<file path="config.mk">
export PLATFORM = sky130hd
export DESIGN_NAME = cwt_top
export DESIGN_NICKNAME = d
export VERILOG_FILES = /design/src/inc/cwt_pkg.sv /design/src/hdl/cwt_tick.sv /design/src/hdl/cwt_top.sv
export SDC_FILE = /design/constraint.sdc
export NUM_CORES = 1
export LEC_CHECK = 0
export BUFFER_PORTS_ARGS = -buffer_cell sky130_fd_sc_hd__clkbuf_2
export CAP_MARGIN = 25
export CORE_UTILIZATION = 52
export CTS_CLUSTER_SIZE = 28
export DETAILED_ROUTE_END_ITERATION = 16
export GPL_TIMING_DRIVEN = 0
export PLACE_DENSITY = 0.76
export SLEW_MARGIN = 20
export SYNTH_ARGS = -nofsm -noshare
export SYNTH_HDL_FRONTEND = slang
export SYNTH_SLANG_ARGS = --single-unit
</file>
<file path="constraint.sdc">
create_clock -name clock -period 2.42 [get_ports clock]
set_input_delay 0.484 -clock clock [delete_from_list [all_inputs] [get_ports clock]]
set_output_delay 0.484 -clock clock [all_outputs]
set_load 0.05 [all_outputs]
</file>
<file path="src/inc/cwt_pkg.sv">
// constants shared by the countdown watchdog and its tick divider
package cwt_pkg;
    // register byte offsets, one aligned word each
    localparam logic [5:0] CWT_CTRL_OFS   = 6'h00; // enable, pause on debug, force
    localparam logic [5:0] CWT_LOAD_OFS   = 6'h04; // timeout_load_value
    localparam logic [5:0] CWT_FEED_OFS   = 6'h08; // any write reloads the counter while enabled
    localparam logic [5:0] CWT_COUNT_OFS  = 6'h0c; // remaining microseconds, read only
    localparam logic [5:0] CWT_REASON_OFS = 6'h10; // reboot cause, write one to clear
    localparam logic [5:0] CWT_PC_OFS     = 6'h14; // boot entry address scratch
    localparam logic [5:0] CWT_SP_OFS     = 6'h18; // boot stack pointer scratch
    localparam logic [5:0] CWT_TICK_OFS   = 6'h1c; // tick divider count and run bit
    localparam logic [5:0] CWT_REBOOT_OFS = 6'h20; // scheduled reboot delay

    // field positions
    localparam int CWT_CTRL_EN_BIT    = 0;
    localparam int CWT_CTRL_PAUSE_BIT = 1;
    localparam int CWT_CTRL_FORCE_BIT = 31;
    localparam int CWT_RSN_TMO_BIT    = 0;
    localparam int CWT_RSN_FORCE_BIT  = 1;
    localparam int CWT_TICK_RUN_BIT   = 9;

    // widths and limits
    localparam int          CWT_CNT_W    = 24;
    localparam int          CWT_DIV_W    = 9;
    localparam logic [23:0] CWT_LOAD_MAX = 24'h7fffff;

    // values after reset
    localparam logic [23:0] CWT_LOAD_RST = 24'h000000;
    localparam logic [23:0] CWT_CNT_RST  = 24'h000000;
    localparam logic [8:0]  CWT_DIV_RST  = 9'h00c;
    localparam logic [31:0] CWT_WORD_RST = 32'h00000000;

    // clamp a requested load to the longest legal interval
    function automatic logic [23:0] cwt_sat_load(input logic [31:0] req);
        logic [23:0] res;
        res = (req > {8'h00, CWT_LOAD_MAX}) ? CWT_LOAD_MAX : req[23:0];
        return res;
    endfunction : cwt_sat_load
endpackage : cwt_pkg
</file>
<file path="src/hdl/cwt_tick.sv">
// tick divider: one-cycle enable pulse every div_cycles clocks
`timescale 1ns/10ps
module cwt_tick
    import cwt_pkg::*;
#(
    parameter int DIV_W = CWT_DIV_W
) (
    input  wire logic             clock,
    input  wire logic             rst_n,
    input  wire logic             run,        // divider running
    input  wire logic [DIV_W-1:0] div_cycles, // clocks per tick
    output logic                  tick        // one-cycle pulse
);
    logic [DIV_W-1:0] div_cnt_r;  // position inside the period
    logic [DIV_W-1:0] div_cnt_nxt;
    logic             tick_r;
    logic             tick_nxt;

    // next count; zero cycles means stopped, so no tick ever comes
    always_comb begin
        div_cnt_nxt = div_cnt_r;
        tick_nxt    = 1'b0;
        if (!run || div_cycles == '0) begin
            div_cnt_nxt = '0;
        end else if (div_cnt_r >= div_cycles - 1'b1) begin
            // also catches a divider shortened while running
            div_cnt_nxt = '0;
            tick_nxt    = 1'b1;
        end else begin
            div_cnt_nxt = div_cnt_r + 1'b1;
        end
    end

    // register the divider state
    always_ff @(posedge clock or negedge rst_n) begin
        if (!rst_n) begin
            div_cnt_r <= '0;
            tick_r    <= 1'b0;
        end else begin
            div_cnt_r <= div_cnt_nxt;
            tick_r    <= tick_nxt;
        end
    end

    assign tick = tick_r;
endmodule : cwt_tick

</file>
<file path="src/hdl/cwt_top.sv">
// countdown watchdog: down-counter, feed, restart request and boot scratch
`timescale 1ns/10ps
//
// Contract
// - counter at zero requests chip restart
// - feed reloads the programmed timeout
// - load value capped at 0x7fffff
// - divider makes 1 MHz tick from clock
// - counter readable as remaining microseconds
// - pause counting while debugger halts core
// - sticky flag records watchdog reboot cause
// - nonzero entry address selects jump boot
// - scheduled reboot loads supplied delay
module cwt_top
    import cwt_pkg::*;
#(
    parameter int CNT_W = CWT_CNT_W
) (
    input  wire logic        clock,
    input  wire logic        rst_n,
    input  wire logic [5:0]  addr,        // register byte address
    input  wire logic [31:0] wr_data,
    input  wire logic        wr_en,       // write strobe
    input  wire logic        rd_en,       // read strobe
    output logic [31:0]      rd_data,     // valid the cycle after rd_en
    input  wire logic        dbg_halt,    // debugger halting or stepping
    output logic             restart_req, // one-cycle restart pulse
    output logic             boot_jump,   // restart should jump to boot_pc
    output logic [31:0]      boot_pc,
    output logic [31:0]      boot_sp
);
    logic             tick;          // 1 MHz enable pulse
    logic             en_r,      en_nxt;      // watchdog running
    logic             pause_r,   pause_nxt;   // pause on debug
    logic [23:0]      load_r,    load_nxt;    // timeout_load_value
    logic [CNT_W-1:0] cnt_r,     cnt_nxt;     // remaining microseconds
    logic [1:0]       reason_r,  reason_nxt;  // {force, timeout}
    logic [31:0]      pc_r,      pc_nxt;      // stored entry address
    logic [31:0]      sp_r,      sp_nxt;      // stored stack pointer
    logic [8:0]       div_r,     div_nxt;     // clocks per tick
    logic             run_r,     run_nxt;     // tick generator running
    logic             rst_q_r,   rst_q_nxt;   // restart pulse
    logic             jump_r,    jump_nxt;
    logic [31:0]      bpc_r,     bpc_nxt;
    logic [31:0]      bsp_r,     bsp_nxt;
    logic [31:0]      rd_r,      rd_nxt;
    logic             expire;        // counter has reached zero
    logic             force_wr;      // software forces a restart
    logic             do_restart;

    // divide the clock down to the microsecond tick
    cwt_tick #(
        .DIV_W      (CWT_DIV_W)
    ) u_tick (
        .clock      (clock),
        .rst_n      (rst_n),
        .run        (run_r),
        .div_cycles (div_r),
        .tick       (tick)
    );

    assign expire     = en_r && (cnt_r == '0);
    assign force_wr   = wr_en && (addr == CWT_CTRL_OFS) && wr_data[CWT_CTRL_FORCE_BIT];
    assign do_restart = expire || force_wr;

    // next values of the whole register and counter state
    always_comb begin
        en_nxt     = en_r;
        pause_nxt  = pause_r;
        load_nxt   = load_r;
        cnt_nxt    = cnt_r;
        reason_nxt = reason_r;
        pc_nxt     = pc_r;
        sp_nxt     = sp_r;
        div_nxt    = div_r;
        run_nxt    = run_r;
        rst_q_nxt  = 1'b0;
        jump_nxt   = jump_r;
        bpc_nxt    = bpc_r;
        bsp_nxt    = bsp_r;
        // count down one per tick while enabled
        // hold the count while the debugger has the core and pause on debug is set
        if (en_r && tick && cnt_r != '0 && !(pause_r && dbg_halt)) begin
            cnt_nxt = cnt_r - 1'b1;
        end
        // software writes take effect over the decrement
        if (wr_en) begin
            case (addr)
                CWT_CTRL_OFS: begin
                    en_nxt    = wr_data[CWT_CTRL_EN_BIT];
                    pause_nxt = wr_data[CWT_CTRL_PAUSE_BIT];
                    // fresh timeout on enable, never a stale count
                    if (!en_r && wr_data[CWT_CTRL_EN_BIT]) begin
                        cnt_nxt = CNT_W'(load_r);
                    end
                end
                // oversize loads are clamped, not wrapped
                CWT_LOAD_OFS: load_nxt = cwt_sat_load(wr_data);
                CWT_FEED_OFS: begin
                    if (en_r) begin
                        cnt_nxt = CNT_W'(load_r);
                    end
                end
                // write one to clear; a restart below still sets it
                CWT_REASON_OFS: reason_nxt = reason_r & ~wr_data[1:0];
                CWT_PC_OFS:     pc_nxt = wr_data;
                CWT_SP_OFS:     sp_nxt = wr_data;
                CWT_TICK_OFS: begin
                    div_nxt = wr_data[8:0];
                    run_nxt = wr_data[CWT_TICK_RUN_BIT];
                end
                CWT_REBOOT_OFS: begin
                    // supplied delay becomes the initial count
                    load_nxt = cwt_sat_load(wr_data);
                    cnt_nxt  = CNT_W'(cwt_sat_load(wr_data));
                    en_nxt   = 1'b1;
                end
                default: ; // unmapped writes are ignored
            endcase
        end
        // zero count or force requests the restart
        if (do_restart) begin
            rst_q_nxt = 1'b1;
            en_nxt    = 1'b0;
            // record the cause; set wins over a clear
            if (expire) begin
                reason_nxt[CWT_RSN_TMO_BIT] = 1'b1;
            end
            if (force_wr) begin
                reason_nxt[CWT_RSN_FORCE_BIT] = 1'b1;
            end
            jump_nxt = (pc_r != 32'h00000000);
            bpc_nxt  = pc_r;
            bsp_nxt  = sp_r;
        end
    end

    // read mux; unmapped addresses read as zero
    always_comb begin
        rd_nxt = 32'h00000000;
        if (rd_en) begin
            case (addr)
                CWT_CTRL_OFS:   rd_nxt = {30'h00000000, pause_r, en_r};
                CWT_LOAD_OFS:   rd_nxt = {8'h00, load_r};
                CWT_COUNT_OFS:  rd_nxt = 32'(cnt_r);
                CWT_REASON_OFS: rd_nxt = {30'h00000000, reason_r};
                CWT_PC_OFS:     rd_nxt = pc_r;
                CWT_SP_OFS:     rd_nxt = sp_r;
                CWT_TICK_OFS:   rd_nxt = {22'h000000, run_r, div_r};
                CWT_REBOOT_OFS: rd_nxt = {8'h00, load_r};
                default:        rd_nxt = 32'h00000000;
            endcase
        end
    end

    // register every piece of state; outputs come from here
    always_ff @(posedge clock or negedge rst_n) begin
        if (!rst_n) begin
            en_r     <= 1'b0;
            pause_r  <= 1'b0;
            load_r   <= CWT_LOAD_RST;
            cnt_r    <= CNT_W'(CWT_CNT_RST);
            reason_r <= 2'h0;
            pc_r     <= CWT_WORD_RST;
            sp_r     <= CWT_WORD_RST;
            div_r    <= CWT_DIV_RST;
            run_r    <= 1'b0;
            rst_q_r  <= 1'b0;
            jump_r   <= 1'b0;
            bpc_r    <= CWT_WORD_RST;
            bsp_r    <= CWT_WORD_RST;
            rd_r     <= CWT_WORD_RST;
        end else begin
            en_r     <= en_nxt;
            pause_r  <= pause_nxt;
            load_r   <= load_nxt;
            cnt_r    <= cnt_nxt;
            reason_r <= reason_nxt;
            pc_r     <= pc_nxt;
            sp_r     <= sp_nxt;
            div_r    <= div_nxt;
            run_r    <= run_nxt;
            rst_q_r  <= rst_q_nxt;
            jump_r   <= jump_nxt;
            bpc_r    <= bpc_nxt;
            bsp_r    <= bsp_nxt;
            rd_r     <= rd_nxt;
        end
    end

    assign rd_data     = rd_r;
    assign restart_req = rst_q_r;
    assign boot_jump   = jump_r;
    assign boot_pc     = bpc_r;
    assign boot_sp     = bsp_r;
endmodule : cwt_top

</file>
==> metrics.yaml <==
status: "complete, but fails checks"
violations: "setup timing"
place_area_um2: 12020
mappedNetlistNets: 947
crit_type: "register to register"
antenna_cells: 0
drt.antenna.violating_nets: 0
grt_pass1_vias: 8338
die_area_um2: 21600
die_h_um: 147.0
timing.final.hold_violations: 0
cts_root_buf: "clkbuf_16"
slew_viol_final: 0
overflow: 0
vias_per_cell: 6.153
n_fill_cell: 1542
fin_crit_sh: 1.002
setup_viol: 2
ys_top_cells_by_count: "232 x dfrtp_1, 88 x mux2_2, 68 x nor2_1, 54 x nand2_1, 49 x mux2_4"
drive_gt1_frac: 0.3681
crit_path_max_fanout: 10
max_slew_margin: 0.4342
syn-cell-area_um2: 10930
leakage_nw: 6.401
yosysSeqAreaShare: 0.5361
nNetsFinal: 1133
synth_top_area_share: 0.5313
synth_edf_count: 0
finalNonFillerCells: 1362
start_util: 0.5349
max_stage_delay_ns: 0.57
drt-total-wl_um: 30150
gp_congestion: 0.9319
total_power_mw: 13.77
ys_warn_count: 0
clockBufferDepth: 3
synth.distinct_cells: 67
rows: 52
syn_inst: 891
hp-class: "input port to register"
grt_use_total: 0.2788
synth_most_common_cell: "dfrtp_1"
worstPathCellList: "or4_4 -> nor4_4 -> and3_4 -> a22oi_2 -> buf_6 -> buf_12 -> mux2_4"
ioPinCount: 141
cts_tree: "done"
core_area_um2: 20430
syn_area_per_cell_um2: 12.26
vias: 8380
rsz0062_at_grt: "true"
required_ns: 2.83
drt-initial-drc-count: 764
finalCriticalPeriod_ns: 2.424
fmax_mhz: 412.5
grt_max_degree: 86
clock_latency_ns: 0.53
startpoint_type: "register"
setup_ws_ns: -0.004482
fin_skew_ns: 0.007748
dp.final_hpwl_um: 21180
peakVddDrop_mv: 0.7408
seqCellArea_um2: 5864
slowest_stage: "or4_4"
drc: 0
cts_sinks: 234
yosys_most_used_dff: "dfrtp_1"
async_flop_share: 1.000
maxCapViolations: 0
ys_ff_latch: 234
antenna_found_initial: 0
stdcell_area_um2: 13220
io_buffers: 138
cts_buffers: 25
clkTransAtPathRegs_ns: 0.06
grt_pass1_wl_um: 46660
tightest_slew_ns: 0.8487
endpoint_kind: "register"
multi_input_area_um2: 4956
firstDrtPassIters: 6
cts_max_level: 1
arrival_ns: 2.83
die_w_um: 147.0
final_core_util: 0.6469
synth_top_area_cell: "dfrtp_1"
synthTopCellsByArea: "dfrtp_1 53%, mux2_2 9.1%, mux2_4 6.7%"
placedCellCount: 1301
p_per_area_nw_per_um2: 1042
wire_per_inst_um: 22.14
area_growth_pct: 20.94
==> what timing repair did <==
action,in CTS,in global routing
setup endpoints to repair,152,160
hold endpoints to repair,64,0
gates cloned,0,3
hold buffers,1,0
resized for setup,22,51
pin swaps,5,11
buffers inserted,11,7
==> registers in the layout (all words and copies together) (netlist names) <==
name / flops
pause_r: 1
rd_data: 32
u_tick.tick: 1
pc_r: 32
cnt_r: 24
div_r: 9
restart_req: 1
boot_sp: 32
load_r: 24
boot_jump: 1
u_tick.div_cnt_r: 9
boot_pc: 32
run_r: 1
sp_r: 32
en_r: 1
reason_r: 2
==> critical path: cells and delay by family (launching register included) <==
family | cells | cell delay, ns
multiplexers | 1 | 0.30
buffers and inverters | 2 | 0.36
flip-flops | 1 | 0.44
AO/OA/AOI/OAI | 1 | 0.11
AND/OR/NAND/NOR | 3 | 1.09
==> path summary, 6_finish.rpt <==
| check | endpoint | slack (ns) | cells past startpoint | start |
|---|---|---|---|---|
| setup / recovery | boot_pc[15]$_DFFE_PN0N_ | -0.004 | 7 | cnt_r[11]$_DFF_PN0_ |
| hold / removal | sp_r[28]$_DFFE_PN0P_ | 0.21 | 2 | wr_data[28] |
| setup reg to reg | boot_pc[15]$_DFFE_PN0N_ | -0.004 | 7 | cnt_r[11]$_DFF_PN0_ |
| hold reg to reg | boot_sp[8]$_DFFE_PN0N_ | 0.49 | 1 | boot_sp[8]$_DFFE_PN0N_ |
| max in group asynchronous | cnt_r[19]$_DFF_PN0_ | 1.07 | 3 | rst_n |
| min in group asynchronous | rd_data[30]$_DFF_PN0_ | 0.52 | 2 | rst_n |
==> routing by layer <==
| metal | up-vias | track usage | routed length (um) |
|---|---|---|---|
| met2 | 358 | 0.4519 | 14230 |
| met1 | 4222 | 0.3810 | 12880 |
| met5 | - | 0 | 0 |
| li1 | 3723 | - | - |
| met4 | 0 | 0.09948 | 1031 |
| met3 | 77 | 0.04565 | 2006 |
==> through the flow <==
stage	worst slack (ns)	hold WS, ns	setup TNS [ns]
after floorplan	0.09153	0.1884	0
after global placement	-3.734	0.4779	-973.67
after detailed placement	-0.7816	0.4848	-112.58
after CTS	-0.009877	0.2036	-0.01948
after global routing	-0.09389	0.2156	-1.659
final	-0.004482	0.2122	-0.005094
==> cell type report <==
type,instances,share of cell area
buffer,51,0.02291
clock buffer,37,0.05529
clock inverter,5,0.003029
inverter,10,0.003029
multi-input combinational,593,0.3750
sequential,234,0.4437
tap,270,0.02556
timing repair buffer,162,0.07148
==> logic make-up (layout without fill, tap and decap cells) <==
group,after synthesis,count (layout),synth area share
multiplexers,155,155,0.1762
XOR/XNOR,23,23,0.01843
buffers and inverters,64,265,0.02691
adder cells (fa/ha/maj),13,13,0.01488
flip-flops,234,234,0.5361
AND/OR/NAND/NOR,233,233,0.1112
AO/OA/AOI/OAI,169,169,0.1163
==> report_power, final <==
part	switching, mW	leakage [nW]	total [mW]	internal (mW)
clock	1.53	0.384	3.62	2.08
sequential	0.693	3.12	5.44	4.75
combinational	3.02	2.90	4.71	1.69
==> layout by cell type (no fill, tap or decap), drive strengths merged, types with 11 or more instances in the layout <==
master   instances
a21oi           20
buf             35
a2bb2oi         15
nor2            68
a222oi          22
nor3            11
mux2           152
o21ai           28
inv             11
and3            14
nor4            14
o211ai          13
nand3           14
a22o            11
a22oi           13
dfrtp          232
clkbuf         214
nand2           54
nand4           14
ha              13
xnor2           13
No activity file was read; power rests on OpenSTA's default activity.
